<file path="config.mk">
export PLATFORM = sky130hd
export DESIGN_NAME = eth_tx_descriptor_status_ctrl
export DESIGN_NICKNAME = d
export VERILOG_FILES = /design/src/hw/etd_pkg.sv /design/src/hw/etd_link_if.sv /design/src/hw/etd_word_one_decode.sv /design/src/hw/etd_ip_header_check.sv /design/src/hw/eth_tx_descriptor_status_ctrl.sv
export SDC_FILE = /design/constraint.sdc
export NUM_CORES = 1
export LEC_CHECK = 0
export ABC_AREA = 1
export BUFFER_PORTS_ARGS = -buffer_cell sky130_fd_sc_hd__buf_2
export CORE_ASPECT_RATIO = 0.9
export CORE_MARGIN = 1
export CORE_UTILIZATION = 30
export DETAILED_ROUTE_END_ITERATION = 10
export GPL_TIMING_DRIVEN = 0
export PLACE_DENSITY = 0.66
export SYNTH_ARGS = -nofsm -noshare
export SYNTH_HDL_FRONTEND = slang
export SYNTH_SLANG_ARGS = --single-unit
</file>
<file path="constraint.sdc">
create_clock -name clock -period 1.35 [get_ports clock]
set_clock_uncertainty 0.15 [all_clocks]
set_input_delay 0.0675 -clock clock [delete_from_list [all_inputs] [get_ports clock]]
set_output_delay 0.0675 -clock clock [all_outputs]
set_load 0.02 [all_outputs]
</file>
<file path="src/hw/etd_pkg.sv">
// Purpose: shared constants for the transmit descriptor status logic
// Assumes: one 40 MHz clock, word 0 and word 1 bit layout as below
// Notes:   offsets are byte addresses on the plain register port
package etd_pkg;
	// word 0 status and control bit positions
	localparam int W0_DEFERRED       = 0;
	localparam int W0_UNDERFLOW      = 1;
	localparam int W0_EXCESS_DEFER   = 2;
	localparam int W0_EXCESS_COLL    = 8;
	localparam int W0_LATE_COLL      = 9;
	localparam int W0_NO_CARRIER     = 10;
	localparam int W0_CARRIER_LOST   = 11;
	localparam int W0_PAYLOAD_FAULT  = 12;
	localparam int W0_FLUSH_DROPPED  = 13;
	localparam int W0_JABBER_EXPIRED = 14;
	localparam int W0_COMBINED_FAULT = 15;
	localparam int W0_IP_HDR_FAULT   = 16;
	localparam int W0_CHAINED_NEXT   = 20;
	localparam int W0_FIRST_SEGMENT  = 28;
	// word 1 field positions
	localparam int W1_ADDR_SELECT    = 31;
	localparam int W1_ACTION_HI      = 30;
	localparam int W1_ACTION_LO      = 29;
	localparam int W1_LEN_HI         = 12;
	// source address action codes
	localparam logic [1:0] SA_KEEP    = 2'h0;
	localparam logic [1:0] SA_INSERT  = 2'h1;
	localparam logic [1:0] SA_REPLACE = 2'h2;
	// header check figures
	localparam logic [15:0] ETYPE_IPV4     = 16'h0800;
	localparam logic [15:0] ETYPE_IPV6     = 16'h86DD;
	localparam logic [3:0]  VER_IPV4       = 4'h4;
	localparam logic [3:0]  VER_IPV6       = 4'h6;
	localparam logic [3:0]  IHL_MIN        = 4'h5;
	localparam logic [7:0]  IPV6_HDR_BYTES = 8'h28;
	// register map
	localparam logic [7:0]  REG_CTRL      = 8'h00;
	localparam logic [7:0]  REG_LAST_WB   = 8'h04;
	localparam logic [7:0]  REG_LIVE      = 8'h08;
	localparam logic [7:0]  REG_LAST_W1   = 8'h0C;
	localparam int          CTRL_JAB_DIS  = 0;
	localparam int          CTRL_HALF_DUP = 1;
	localparam logic [1:0]  CTRL_RESET    = 2'h0;
	// frame tracking
	typedef enum logic [0:0]
	{
		ETD_IDLE  = 1'b0,
		ETD_FRAME = 1'b1
	} etd_state_e;
endpackage

</file>
<file path="src/hw/etd_link_if.sv">
// Purpose: carrier between the top and its decode and check leaves
// Assumes: single clock domain, all signals combinational
// Notes:   top drives the inputs of both leaves
`timescale 1ns/1ps
`default_nettype none
interface etd_link_if;
	logic [31:0] word1;
	logic        dec_insert;
	logic        dec_replace;
	logic        dec_select;
	logic [12:0] dec_len;
	logic        dec_skip;
	logic        hv;
	logic [15:0] ethertype;
	logic [3:0]  ver;
	logic [3:0]  ihl;
	logic [7:0]  bytes;
	logic        hdr_fault;
	modport top (output word1, hv, ethertype, ver, ihl, bytes,
		input dec_insert, dec_replace, dec_select, dec_len, dec_skip,
		hdr_fault);
	modport dec (input word1,
		output dec_insert, dec_replace, dec_select, dec_len, dec_skip);
	modport hdr (input hv, ethertype, ver, ihl, bytes, output hdr_fault);
endinterface
`default_nettype wire

</file>
<file path="src/hw/etd_word_one_decode.sv">
// Purpose: decode descriptor word 1 fields
// Assumes: first segment gating is done by the caller
// Notes:   purely combinational
`timescale 1ns/1ps
`default_nettype none
module etd_word_one_decode
	import etd_pkg::*;
(
	etd_link_if.dec lnk
);
	wire [1:0] action_code = lnk.word1[W1_ACTION_HI:W1_ACTION_LO];

	// reserved code 2'b11 matches neither term
	assign lnk.dec_insert  = (action_code == SA_INSERT);
	assign lnk.dec_replace = (action_code == SA_REPLACE);
	assign lnk.dec_select  = lnk.word1[W1_ADDR_SELECT];
	// bits 28:13 never looked at
	assign lnk.dec_len     = lnk.word1[W1_LEN_HI:0];
	assign lnk.dec_skip    = (lnk.word1[W1_LEN_HI:0] == 13'h0000);
endmodule // etd_word_one_decode
`default_nettype wire

</file>
<file path="src/hw/etd_ip_header_check.sv">
// Purpose: judge the IP header of a frame about to be sent
// Assumes: bytes is the count of header bytes the application supplied
// Notes:   non-IP frames never fault
`timescale 1ns/1ps
`default_nettype none
module etd_ip_header_check
	import etd_pkg::*;
(
	etd_link_if.hdr lnk
);
	wire       is_v4     = (lnk.ethertype == ETYPE_IPV4);
	wire       is_v6     = (lnk.ethertype == ETYPE_IPV6);
	wire [7:0] ihl_bytes = {2'h0, lnk.ihl, 2'h0};
	wire       v4_len    = is_v4 & (ihl_bytes != lnk.bytes);
	wire       v4_short  = is_v4 & (lnk.ihl < IHL_MIN);
	wire       v6_len    = is_v6 & (lnk.bytes != IPV6_HDR_BYTES);
	wire       ver_bad   = (is_v4 & (lnk.ver != VER_IPV4))
		| (is_v6 & (lnk.ver != VER_IPV6));

	assign lnk.hdr_fault = lnk.hv & (v4_len | v4_short | v6_len | ver_bad);
endmodule // etd_ip_header_check
`default_nettype wire

</file>
<file path="src/hw/eth_tx_descriptor_status_ctrl.sv">
// Purpose: transmit descriptor word 0 status and word 1 decode
// Assumes: all MAC and DMA inputs are on the same 40 MHz clock
// Notes:   only the status bits owned here are set in the written word
//
// Overview of operation
// - IPv4 header length versus supplied bytes
// - IPv6 main header must be 40 bytes
// - Length/Type must agree with IP version
// - IPv4 header length below five faults
// - bit 15 ORs the listed fault bits
// - jabber timeout sets bit 14 unless disabled
// - flush discard sets bit 13
// - carrier deferral sets bit 0, half duplex
// - word 1 bits 30:29 select address action
// - word 1 bit 31 picks address register
// - changed source address forces CRC recompute
// - address action only on first segment
// - buffer one length from word 1 12:0
// - zero buffer one length skips it
// - first segment bit gates per-frame controls
// - chained bit makes second address next pointer
`timescale 1ns/1ps
`default_nettype none
module eth_tx_descriptor_status_ctrl
	import etd_pkg::*;
(
	input  wire logic        clock,
	input  wire logic        resetn,
	input  wire logic [7:0]  reg_addr,
	input  wire logic [31:0] reg_wdata,
	input  wire logic        reg_write,
	input  wire logic        reg_read,
	output logic      [31:0] reg_rdata,
	input  wire logic        desc_valid,
	input  wire logic [31:0] desc_word0,
	input  wire logic [31:0] desc_word1,
	output logic      [12:0] buf1_length,
	output logic             buf1_skip,
	output logic             buf2_is_next_ptr,
	output logic             sa_insert,
	output logic             sa_replace,
	output logic             sa_addr_select,
	output logic             crc_recompute,
	input  wire logic        hdr_valid,
	input  wire logic [15:0] hdr_length_type,
	input  wire logic [3:0]  hdr_version,
	input  wire logic [3:0]  hdr_ihl,
	input  wire logic [7:0]  hdr_bytes,
	input  wire logic        jabber_event,
	input  wire logic        flush_event,
	input  wire logic        carrier_lost_event,
	input  wire logic        no_carrier_event,
	input  wire logic        late_coll_event,
	input  wire logic        excess_coll_event,
	input  wire logic        excess_defer_event,
	input  wire logic        underflow_event,
	input  wire logic        payload_fault_event,
	input  wire logic        defer_event,
	input  wire logic        frame_end,
	output logic             wb_valid,
	output logic      [31:0] wb_word0
);

	////////////////////////////////////////////////////////////////////
	// leaves

	etd_link_if lnk ();

	assign lnk.word1     = desc_word1;
	assign lnk.hv        = hdr_valid;
	assign lnk.ethertype = hdr_length_type;
	assign lnk.ver       = hdr_version;
	assign lnk.ihl       = hdr_ihl;
	assign lnk.bytes     = hdr_bytes;

	etd_word_one_decode u_decode
	(
		.lnk (lnk.dec)
	);

	etd_ip_header_check u_check
	(
		.lnk (lnk.hdr)
	);

	////////////////////////////////////////////////////////////////////
	// register port

	logic [1:0]  ctrl;
	logic [31:0] last_wb;
	logic [31:0] last_w1;

	wire jabber_disable_bit = ctrl[CTRL_JAB_DIS];
	wire half_duplex        = ctrl[CTRL_HALF_DUP];
	wire hit_ctrl           = (reg_addr == REG_CTRL);
	wire hit_last_wb        = (reg_addr == REG_LAST_WB);
	wire hit_live           = (reg_addr == REG_LIVE);
	wire hit_last_w1        = (reg_addr == REG_LAST_W1);

	logic [31:0] live_word;
	logic [31:0] read_mux;
	logic        frame_open;

	// unmapped addresses read as zero; control bit 2 shows an open
	// frame and is read-only, so software can spot a missing frame end
	assign read_mux = hit_ctrl ? {29'h0000_0000, frame_open, ctrl}
		: hit_last_wb ? last_wb
		: hit_live ? live_word
		: hit_last_w1 ? last_w1
		: 32'h0000_0000;

	always_ff @(posedge clock or negedge resetn)
	begin
		if (!resetn)
			ctrl <= CTRL_RESET;
		else if (reg_write && hit_ctrl)
			ctrl <= reg_wdata[1:0];
	end

	// data stands only in the cycle after the read strobe
	always_ff @(posedge clock or negedge resetn)
	begin
		if (!resetn)
			reg_rdata <= 32'h0000_0000;
		else if (reg_read)
			reg_rdata <= read_mux;
		else
			reg_rdata <= 32'h0000_0000;
	end

	////////////////////////////////////////////////////////////////////
	// descriptor decode

	wire first_seg  = desc_word0[W0_FIRST_SEGMENT];
	wire chained    = desc_word0[W0_CHAINED_NEXT];
	wire take_desc  = desc_valid;
	wire take_first = desc_valid & first_seg;

	// buffer fields apply to every descriptor
	always_ff @(posedge clock or negedge resetn)
	begin
		if (!resetn)
		begin
			buf1_length      <= 13'h0000;
			buf1_skip        <= 1'b0;
			buf2_is_next_ptr <= 1'b0;
			last_w1          <= 32'h0000_0000;
		end
		else if (take_desc)
		begin
			buf1_length      <= lnk.dec_len;
			buf1_skip        <= lnk.dec_skip;
			buf2_is_next_ptr <= chained;
			last_w1          <= desc_word1;
		end
	end

	// per-frame address action held for the whole frame;
	// later segments keep what the first one asked for
	always_ff @(posedge clock or negedge resetn)
	begin
		if (!resetn)
		begin
			sa_insert      <= 1'b0;
			sa_replace     <= 1'b0;
			sa_addr_select <= 1'b0;
			crc_recompute  <= 1'b0;
		end
		else if (take_first)
		begin
			sa_insert      <= lnk.dec_insert;
			sa_replace     <= lnk.dec_replace;
			sa_addr_select <= lnk.dec_select;
			crc_recompute  <= lnk.dec_insert | lnk.dec_replace;
		end
	end

	////////////////////////////////////////////////////////////////////
	// status collection

	etd_state_e state;
	etd_state_e next_state;

	always_comb
	begin
		case (state)
			ETD_IDLE:
				next_state = take_first ? ETD_FRAME : ETD_IDLE;
			ETD_FRAME:
				next_state = frame_end ? ETD_IDLE : ETD_FRAME;
			default:
				next_state = ETD_IDLE;
		endcase
	end

	always_ff @(posedge clock or negedge resetn)
	begin
		if (!resetn)
			state <= ETD_IDLE;
		else
			state <= next_state;
	end

	assign frame_open = (state == ETD_FRAME);

	// this cycle's events as word 0 bits
	logic [31:0] event_bits;

	always_comb
	begin
		event_bits = 32'h0000_0000;
		event_bits[W0_IP_HDR_FAULT]   = lnk.hdr_fault;
		event_bits[W0_JABBER_EXPIRED] = jabber_event & ~jabber_disable_bit;
		event_bits[W0_FLUSH_DROPPED]  = flush_event;
		event_bits[W0_PAYLOAD_FAULT]  = payload_fault_event;
		event_bits[W0_CARRIER_LOST]   = carrier_lost_event;
		event_bits[W0_NO_CARRIER]     = no_carrier_event;
		event_bits[W0_LATE_COLL]      = late_coll_event;
		event_bits[W0_EXCESS_COLL]    = excess_coll_event;
		event_bits[W0_EXCESS_DEFER]   = excess_defer_event;
		event_bits[W0_UNDERFLOW]      = underflow_event;
		// meaningless in full duplex, so kept out there
		event_bits[W0_DEFERRED]       = defer_event & half_duplex;
	end

	logic [31:0] accum;

	// a new frame clears the collection, but an event in that same
	// cycle still lands: set wins over clear
	wire [31:0] accum_base = take_first ? 32'h0000_0000 : accum;
	wire [31:0] next_accum = accum_base | event_bits;

	always_ff @(posedge clock or negedge resetn)
	begin
		if (!resetn)
			accum <= 32'h0000_0000;
		else
			accum <= next_accum;
	end

	// summary covers every fault bit listed, including this cycle's
	function automatic logic summary(input logic [31:0] w);
		summary = w[W0_JABBER_EXPIRED] | w[W0_FLUSH_DROPPED]
			| w[W0_CARRIER_LOST] | w[W0_NO_CARRIER]
			| w[W0_LATE_COLL] | w[W0_EXCESS_COLL]
			| w[W0_EXCESS_DEFER] | w[W0_UNDERFLOW]
			| w[W0_IP_HDR_FAULT] | w[W0_PAYLOAD_FAULT];
	endfunction

	logic [31:0] final_word;

	always_comb
	begin
		final_word = next_accum;
		final_word[W0_COMBINED_FAULT] = summary(next_accum);
	end

	always_comb
	begin
		live_word = accum;
		live_word[W0_COMBINED_FAULT] = summary(accum);
	end

	////////////////////////////////////////////////////////////////////
	// write-back to the last descriptor

	// frame end outside a frame still writes back, so an abort that
	// races the first descriptor is never silently dropped
	wire do_wb = frame_end;

	always_ff @(posedge clock or negedge resetn)
	begin
		if (!resetn)
		begin
			wb_valid <= 1'b0;
			wb_word0 <= 32'h0000_0000;
			last_wb  <= 32'h0000_0000;
		end
		else
		begin
			wb_valid <= do_wb;
			if (do_wb)
			begin
				wb_word0 <= final_word;
				last_wb  <= final_word;
			end
		end
	end

endmodule // eth_tx_descriptor_status_ctrl
`default_nettype wire

</file>
=== Word-level counts from Yosys, hierarchy flattened ===
Index checks and enable logic that the tools add are counted.

* Add/sub/neg operators: 0
* Multipliers: 0
* Div/mod/pow operators: 0
* Magnitude comparators: 1
* Equal/unequal tests: 11
* Shift-type cells: 0
* Muxes and demuxes: 9
* Bitwise operators: 35
* Reduce and logical (&&, ||, !) cells: 3

{| class="wikitable"
|+ Operator list
! operator !! count
|-
| 2-to-1 mux 32 bit || 6
|-
| OR 32 x 17 -> 32 bit || 1
|-
| OR 1 bit || 23
|-
| equality test 16 x 12 -> 1 bit (second input constant) || 1
|-
| equality test 16 bit (second input constant) || 1
|-
| equality test 8 x 4 -> 1 bit (second input constant) || 2
|-
| zero test 13 bit || 1
|-
| AND 1 bit || 9
|-
| equality test 8 x 3 -> 1 bit (second input constant) || 1
|-
| zero test 8 bit || 1
|-
| inequality test 4 x 3 -> 1 bit (second input constant) || 2
|-
| inequality test 6 x 8 -> 1 bit || 1
|-
| inequality test 8 x 6 -> 1 bit (second input constant) || 1
|-
| < comparator 4 x 3 -> 1 bit (second input constant) || 1
|-
| equality test 2 x 1 -> 1 bit (second input constant) || 1
|-
| equality test 2 bit (second input constant) || 1
|-
| 2-to-1 mux 1 bit || 2
|-
| inverter 1 bit || 2
|-
| one-hot mux 1 bit (2 select lines) || 1
|-
| logical AND 1 bit || 1
|}

* Register bits after elaboration: 151
* Latch bits: 0
* Bits in writable memories: 0
* Memory bits (read-only): 0
* Input bits: 153
* Output and inout port bits: 84
* Word-level logic and storage cells: 73
* Memories kept: 0

=== Depth between registers and ports, before layout ===
Gate-level depths: netlist of the first run.

* Word-level depth: 16
* Gate-level depth with buffers: 13
* Mapped depth without buffers: 13

=== By module ===
Synthesis of the first run repeated with hierarchy kept, for this count alone.

* Cells, all modules: 771
* Area total of the unflattened synthesis: 6845.3 um^2

{| class="wikitable"
|+ By module, submodules not included
! module !! instances !! cells an instance !! area each (um^2) !! sequential area each (um^2)
|-
| eth_tx_descriptor_status_ctrl || 1 || 665 || 6352.3 || 3753.6
|-
| etd_ip_header_check || 1 || 71 || 305.3 || 0.0
|-
| etd_word_one_decode || 1 || 35 || 187.7 || 0.0
|}

=== Least setup slack after synthesis of the first run ===
OpenSTA, ideal clock, no wires.

* Path type: register to register
* Start: reg accum[14]
* End: reg last_wb[15]
* Library setup time: 113 ps
* Arrival time: 958 ps
* Data required time: 1087 ps
* Setup slack: 129 ps
* Cell stages (with the launch flop): 9
* Buffers on the path: 0
* Path through: dfrtp_1 nand2_1 o21ai_0 nor2_1 nand3_1 nor2_1 nand4_1 nand2_1 inv_1

* Word-level cells in the longest chain between the ends: 11

{| class="wikitable"
|+ RTL lines
! what !! line !! RTL
|-
| from (decl) || eth_tx_descriptor_status_ctrl.sv:226 || <nowiki>logic [31:0] accum;</nowiki>
|-
| from (signal assigned) || eth_tx_descriptor_status_ctrl.sv:238 || <nowiki>accum <= next_accum;</nowiki>
|-
| 2-to-1 mux 32 bit || eth_tx_descriptor_status_ctrl.sv:230 || <nowiki>wire [31:0] accum_base = take_first ? 32'h0000_0000 : accum;</nowiki>
|-
| OR 32 x 17 -> 32 bit || eth_tx_descriptor_status_ctrl.sv:231 || <nowiki>wire [31:0] next_accum = accum_base | event_bits;</nowiki>
|-
| named net final_word[14] || eth_tx_descriptor_status_ctrl.sv:250 || <nowiki>logic [31:0] final_word;</nowiki>
|-
| OR 1 bit || eth_tx_descriptor_status_ctrl.sv:243 || <nowiki>summary = w[W0_JABBER_EXPIRED] | w[W0_FLUSH_DROPPED]</nowiki>
|-
| OR 1 bit (2 in a row) || eth_tx_descriptor_status_ctrl.sv:244 || <nowiki>| w[W0_CARRIER_LOST] | w[W0_NO_CARRIER]</nowiki>
|-
| OR 1 bit (2 in a row) || eth_tx_descriptor_status_ctrl.sv:245 || <nowiki>| w[W0_LATE_COLL] | w[W0_EXCESS_COLL]</nowiki>
|-
| OR 1 bit (2 in a row) || eth_tx_descriptor_status_ctrl.sv:246 || <nowiki>| w[W0_EXCESS_DEFER] | w[W0_UNDERFLOW]</nowiki>
|-
| OR 1 bit (2 in a row) || eth_tx_descriptor_status_ctrl.sv:247 || <nowiki>| w[W0_IP_HDR_FAULT] | w[W0_PAYLOAD_FAULT];</nowiki>
|-
| to (signal assigned) || eth_tx_descriptor_status_ctrl.sv:285 || <nowiki>last_wb <= final_word;</nowiki>
|-
| to (decl) || eth_tx_descriptor_status_ctrl.sv:90 || <nowiki>logic [31:0] last_wb;</nowiki>
|}

The timed path passes the listed nets, and every way through them passes these cells.
A chain may end at the register's enable or synchronous reset.

=== Worst setup path in the final report of the first run ===
* Start: reg accum[2]
* End: reg reg_rdata[15]

* Word-level cells in the longest chain between the ends: 8

{| class="wikitable"
|+ RTL lines
! what !! line !! RTL
|-
| OR 1 bit (2 in a row) || eth_tx_descriptor_status_ctrl.sv:246 ||
|-
| OR 1 bit (2 in a row) || eth_tx_descriptor_status_ctrl.sv:247 ||
|-
| 2-to-1 mux 32 bit || eth_tx_descriptor_status_ctrl.sv:108 || <nowiki>: hit_live ? live_word</nowiki>
|-
| 2-to-1 mux 32 bit || eth_tx_descriptor_status_ctrl.sv:107 || <nowiki>: hit_last_wb ? last_wb</nowiki>
|-
| 2-to-1 mux 32 bit || eth_tx_descriptor_status_ctrl.sv:106 || <nowiki>assign read_mux = hit_ctrl ? {29'h0000_0000, frame_open, ctrl}</nowiki>
|-
| 2-to-1 mux 32 bit || eth_tx_descriptor_status_ctrl.sv:125 || <nowiki>else if (reg_read)</nowiki>
|-
| to (signal assigned) || eth_tx_descriptor_status_ctrl.sv:126 || <nowiki>reg_rdata <= read_mux;</nowiki>
|-
| to (decl) || eth_tx_descriptor_status_ctrl.sv:33 || <nowiki>output logic [31:0] reg_rdata,</nowiki>
|}

No other way between the ends.

==> results.md, run 1 <==
* Inserted Diodes at 0
* RSZ-0062 raised after global routing: true
* Post-Syn Area at 6060 um^2
* Setup WS post-layout at -0.00954 ns
* Slew @ Worst Pin at 0.642 ns
* Die extent in y at 137 um
* Layout Nets at 1,109
* Max-slew headroom at 57.2%
* Hpwl dp at 13.0 mm
* Utilization after layout at 44.0%
* Sequential fraction of the synthesis area at 56.6%
* Lkg Pwr at 4.63 nW
* Setup slack after placement at -0.388 ns
* # setup viols final at 2
* Critical path data required time at 1.50 ns
* Via count at 5,415
* Area growth syn-to-layout at 41.4%
* Die W at 152 um
* Setup CP Type: reg -> reg
* Setup crit end kind: flop
* I/O pins at 237
* Share of the synthesized area in the top cell type at 56.6%
* FF-to-FF setup slack at -0.01 ns
* Crit path arrival time at 1.51 ns
* WL final at 18.6 mm
* Min-delay worst type: in -> reg
* Final instance area at 8570 um^2
* Cells after Synth at 698
* Net count after synthesis at 853
* Synth top area cells: dfrtp_1 (57%), inv_1 (9.3%), o21ai_0 (7.5%)
* Max Cap Viol at 0
* Initial Utilization at 31.1%
* DR WL/cell at 15.3 um
* Vias in the first global route at 5,359
* Fin cells at 1,215
* Sw power at 2.51 mW
* H-tree levels at 4
* Failing checks: negative hold slack, negative setup slack
* Max-slew violation count at 0
* Hold-fix buffers, CTS at 50
* Yosys warns at 0
* Int Pwr at 7.76 mW
* Final min period at 1.36 ns
* Layout cell share with drive strength beyond 1 at 29.4%
* Global route overflow at 0
* Tcrit/Tclk final at 101%
* Initial antenna violation count at 0
* PortBufs at 175
* Worst skew pair latency at 0.41 ns
* Syn avg cell area at 8.68 um^2
* Root Buffer: clkbuf_16
* Routed vias/inst at 4.46
* Remaining DRCs at 0
* Pwr/cell area at 1200 nW/um^2
* Largest net degree at the start of global routing at 89
* Clk pwr share at 46.3%
* Global-route wire length before repair at 29.4 mm
* CP max FO at 3
* Yosys cell types at 33
* Dpl cells at 1,124
* Die area at 20,800 um^2
* Max VDD drop at 0.692 mV
* Core ar. at 19,500 um^2
* Final Hold Viols at 2
* Final ANT Viol Nets at 0
* TNS Setup at -0.0120 ns
* Synthesized flop and latch total at 137
* Fmax at 736 MHz
* GP Congestion at 0.776
* Crit start category: flop
* Number of DRC markers in iteration 0 at 278
* Clock slew at reported path FFs at 0.06 ns
* Sequential Power Share at 42.5%
* Final Power at 10.3 mW
* TritonRoute pass-1 iters at 5
* CTS tree: yes
* Post-Place Cell Area at 7280 um^2
* Num CTS Buffers at 17
* Most area-hungry cell type in the Yosys netlist: dfrtp_1
* Gate power share at 11.1%
* Sw Share at 24.4%
* Hold_ws at -0.0621 ns
* Clock Sinks at 137
* Max clock buf depth at 2
* GRT Resource Usage Total at 18.6%
* Status: finished, violations left
* Row count at 48
## synth_stat cells, drive strengths merged
cell type	instances
a21oi	5
a31oi	1
buf	28
clkbuf	14
clkinv	1
dfrtp	137
ha	2
inv	152
mux2	2
nand2	116
nand3	5
nand4	8
nor2	81
nor3	2
nor4	4
o21ai	94
o21bai	5
o221ai	1
o22ai	34
or2	4
xnor2	2
## critical path, cell delays in order (launching register included)
cell and delay (ns):
dfrtp_2 0.45, nor4_4 0.33, a21oi_2 0.10, o22ai_2 0.15
nor2_1 0.06
## power by group through the flow
| stage | Combinational [mW] | Sequential, mW | Clock [mW] |
|---|---|---|---|
| after floorplan | 0.426 | 4.48 | 0 |
| after global placement | 0.955 | 4.43 | 0 |
| after detailed placement | 0.983 | 4.43 | 0 |
| after CTS | 1.14 | 4.36 | 4.84 |
| after global routing | 1.27 | 4.39 | 5.02 |
| final | 1.14 | 4.37 | 4.76 |
## cell type report
cell class	instances	area, um^2
fillers	1976	10900
flip-flops and latches	137	3430
multi-input cells	366	1910
repair buffers	237	1490
inverters	153	579
clock buffers	21	470
well taps	250	313
plain buffers	42	254
clock inverters	9	123
## kinds of logic (layout without fill, tap and decap cells)
logic type | Yosys count | in the layout | share of synthesized area, %
xor+xnor | 2 | 2 | 0.289
fa+ha+maj | 2 | 2 | 0.413
flops | 137 | 137 | 56.6
buf+inv | 195 | 462 | 13.7
compound gates | 140 | 140 | 12.9
mux | 2 | 2 | 0.496
simple gates | 220 | 220 | 15.5
## timing repair
action / 4_1_cts / 5_1_grt
setup endpoints to repair: 2 / 15
pin swaps: 12 / 9
hold endpoints to repair: 210 / 2
resized for setup: 18 / 16
buffers inserted: 8 / 3
## cells in the final DEF, fill, tap and decap left out, types with 3 or more instances in the layout
cell	count
buf_2	181
inv_1	145
dfrtp_1	134
nand2_1	115
o21ai_0	88
nor2_1	79
dlygate4sd3_1	50
o22ai_1	30
buf_4	26
clkbuf_16	17
clkbuf_1	13
inv_2	7
buf_6	5
o21ai_1	5
clkinv_2	5
nand4_4	4
nand4_1	4
nand3_1	4
buf_1	3
o22ai_2	3
or2_2	3
dfrtp_2	3
bufinv_16	3
clkbuf_8	3
## per-layer routing
layer  up-vias  GRT usage (%)  wire length (um)
li1       2664              -                 -
met1      2560           25.4              8650
met2       169           29.8              8720
met3        22           3.70               937
met4         0           6.00               318
met5         -              0                 0
## worst paths after layout
kind	from	end	cells after the start
worst max-delay path	accum[2]$_DFF_PN0_	reg_rdata[15]$_DFF_PN0_	4
worst min-delay path	desc_word0[28]	accum[14]$_DFF_PN0_	4
worst max register to register	accum[2]$_DFF_PN0_	reg_rdata[15]$_DFF_PN0_	4
worst min register to register	buf2_is_next_ptr$_DFFE_PN0P_	buf2_is_next_ptr$_DFFE_PN0P_	2
max in group asynchronous	resetn	accum[11]$_DFF_PN0_	3
min in group asynchronous	resetn	reg_rdata[27]$_DFF_PN0_	2
## flip-flops by register name, summed over array words and instances, names as in the netlist, 2 cells and up
register	cells
accum	31
buf1_length	12
ctrl	2
last_w1	20
last_wb	32
reg_rdata	32
No activity file was read; power rests on OpenSTA's default activity.
==> run 2: changes to the inputs <==
Clock period 1.35 ns to 1.65 ns, I/O delays scaled along.
==> run 2 against run 1 <==
Compared with the run above: the flow now finishes without violations; combinational power is 22% lower; global-route usage decreased by 0.18 points; setup slack better by 0.095 ns; count of clock-buffer cells in the layout is the same; final cell count fell by 0.66%; cell area shrank 1.9%; clock power is 18% lower; critical path type unchanged; critical endpoint unchanged; largest cell class unchanged; largest power group unchanged.
==> results.md, run 2 (synthesis results as in run 1) <==
* Status: finished clean (was finished, violations left)
* Reg2reg path depth at 4 (unchanged)
* Largest net degree at the start of global routing at 89 (unchanged)
* PortBufs at 175 (unchanged)
* Sw power at 2.02 mW (was 2.51 mW)
* Setup WS post-layout at 0.0851 ns (was -0.00954 ns)
* Number of DRC markers in iteration 0 at 330 (was 278)
* Max VDD drop at 0.560 mV (was 0.692 mV)
* Min-delay worst type: in -> async (was in -> reg)
* Remaining DRCs at 0 (unchanged)
* Critical path data required time at 1.79 ns (was 1.50 ns)
* Initial antenna violation count at 0 (unchanged)
* Lkg Pwr at 4.59 nW (was 4.63 nW)
* Routed vias/inst at 4.46 (about the same)
* Final Hold Viols at 0 (was 2)
* Final ANT Viol Nets at 0 (unchanged)
* Worst skew pair latency at 0.41 ns (about the same)
* Worst r2r dst: reg_rdata[15]$_DFF_PN0_ (unchanged)
* Fmax at 639 MHz (was 736 MHz)
* Slew @ Worst Pin at 0.744 ns (was 0.642 ns)
* CTS tree: yes (unchanged)
* # setup viols final at 0 (was 2)
* Root Buffer: clkbuf_16 (unchanged)
* CP max FO at 3 (unchanged)
* Via count at 5,380 (was 5,415)
* Pwr/cell area at 992 nW/um^2 (was 1200 nW/um^2)
* Die extent in y at 137 um (unchanged)
* Hpwl dp at 13.0 mm (unchanged)
* Fin cells at 1,207 (was 1,215)
* Inserted Diodes at 0 (unchanged)
* Core ar. at 19,500 um^2 (unchanged)
* FF-to-FF Start: accum[2]$_DFF_PN0_ (unchanged)
* Fillers at 2,000 (was 1,976)
* Initial Utilization at 31.1% (unchanged)
* Max-slew headroom at 50.4% (was 57.2%)
* Global-route wire length before repair at 29.1 mm (was 29.4 mm)
* Int Pwr at 6.32 mW (was 7.76 mW)
* Area growth syn-to-layout at 38.7% (was 41.4%)
* Setup CP Type: reg -> reg (unchanged)
* Tcrit/Tclk final at 94.8% (was 101%)
* Crit path arrival time at 1.71 ns (was 1.51 ns)
* Dpl cells at 1,124 (unchanged)
* WL final at 18.3 mm (was 18.6 mm)
* Max Cap Viol at 0 (unchanged)
* Vias in the first global route at 5,313 (was 5,359)
* Sequential Power Share at 42.7% (was 42.5%)
* H-tree levels at 4 (unchanged)
* Die W at 152 um (unchanged)
* GRT Resource Usage Total at 18.5% (was 18.6%)
* Global route overflow at 0 (unchanged)
* RSZ-0062 raised after global routing: false (was true)
* Largest registers: last_wb: 32 flops, reg_rdata: 32 flops, accum: 31 flops (unchanged)
* Die area at 20,800 um^2 (unchanged)
* TritonRoute pass-1 iters at 5 (unchanged)
* Gate power share at 10.7% (was 11.1%)
* Layout Nets at 1,101 (was 1,109)
* Max clock buf depth at 2 (unchanged)
* FF-to-FF setup slack at 0.09 ns (was -0.01 ns)
* Clk pwr share at 46.6% (was 46.3%)
* Footprint of the multi-input gates at 1800 um^2 (was 1910 um^2)
* I/O pins at 237 (unchanged)
* Final min period at 1.56 ns (was 1.36 ns)
* Clock slew at reported path FFs at 0.06 ns (about the same)
* Clock Sinks at 137 (unchanged)
* FF+latch area at 3430 um^2 (about the same)
* Setup crit end kind: flop (unchanged)
* Layout cell share with drive strength beyond 1 at 26.0% (was 29.4%)
* Most common cell after layout, fill and taps aside: buf_2 (unchanged)
* Max-slew violation count at 0 (unchanged)
* Row count at 48 (unchanged)
* Sw Share at 24.2% (was 24.4%)
* GP Congestion at 0.776 (unchanged)
* Crit start category: flop (unchanged)
* Num CTS Buffers at 17 (unchanged)
* Post-CTS Setup Repair Bufs at 0 (was 8)
* TNS Setup at 0 ns (was -0.0120 ns)
* DR WL/cell at 15.2 um (was 15.3 um)
* Setup slack after placement at -0.103 ns (was -0.388 ns)
* Commonest non-fill, non-tap cells in the layout: buf_2 (181), inv_1 (150), dfrtp_1 (137) (was buf_2 (181), inv_1 (145), dfrtp_1 (134))
run 2: what timing repair did:
item	CTS	global route
hold endpoints to repair	206	0
hold buffers	53	0
endpoints found under the setup margin	0	1
gates resized for setup	0	1
run 2: layout make-up:
| type | count | share of cell area [%] |
|---|---|---|
| well taps | 250 | 3.72 |
| flip-flops and latches | 137 | 40.8 |
| clock buffers | 21 | 5.60 |
| inverters | 153 | 6.89 |
| multi-input cells | 366 | 21.4 |
| clock inverters | 9 | 1.46 |
| repair buffers | 229 | 17.1 |
| plain buffers | 42 | 3.01 |
run 2: how the worst max path moves through the flow:
| stage | cells past startpoint | startpoint | end | slack, ns |
|---|---|---|---|---|
| after floorplan | 6 | reg_addr[1] | ctrl[0]$_DFFE_PN0P_ | 0.42 |
| after global placement | 1 | resetn | reg_rdata[11]$_DFF_PN0_ | -1.68 |
| after detailed placement | 5 | desc_valid | last_w1[24]$_DFFE_PN0P_ | -0.10 |
| after CTS | 2 | ctrl[0]$_DFFE_PN0P_ | ctrl[0]$_DFFE_PN0P_ | 0.08 |
| after global routing | 9 | reg_addr[5] | ctrl[0]$_DFFE_PN0P_ | 0.03 |
| final | 4 | accum[2]$_DFF_PN0_ | reg_rdata[15]$_DFF_PN0_ | 0.09 |
run 2: per-stage QoR:
stage	cell area [um^2]	hold WS (ns)	total power [mW]	utilization, %
after floorplan	6060	-0.363	4.01	-
after global placement	7250	0.137	4.40	37.2
after detailed placement	7280	-0.0838	4.43	37.4
after CTS	8410	0.0410	8.43	43.2
after global routing	8410	0.0607	8.68	43.2
final	8410	0.0319	8.34	43.2
run 2: routing by layer:
layer | track usage (%) | vias to the layer above | share of wire (%)
met3 | 3.77 | 22 | 5.5
met4 | 6.00 | 0 | 1.4
li1 | - | 2639 | -
met5 | 0 | - | 0
met2 | 29.3 | 175 | 46
met1 | 25.3 | 2544 | 47
run 2: power by group through the flow:
stage | clock [mW] | combinational, mW | sequential (mW)
after floorplan | 0 | 0.349 | 3.66
after global placement | 0 | 0.782 | 3.62
after detailed placement | 0 | 0.804 | 3.62
after CTS | 3.96 | 0.906 | 3.57
after global routing | 4.10 | 0.994 | 3.58
final | 3.89 | 0.891 | 3.56
run 2: worst max-delay path, cell delays in order, from the launching register on:
cell,delay [ns]
dfrtp_1,0.40
nor4_1,0.45
a21oi_2,0.10
o22ai_1,0.28
nor2_1,0.07
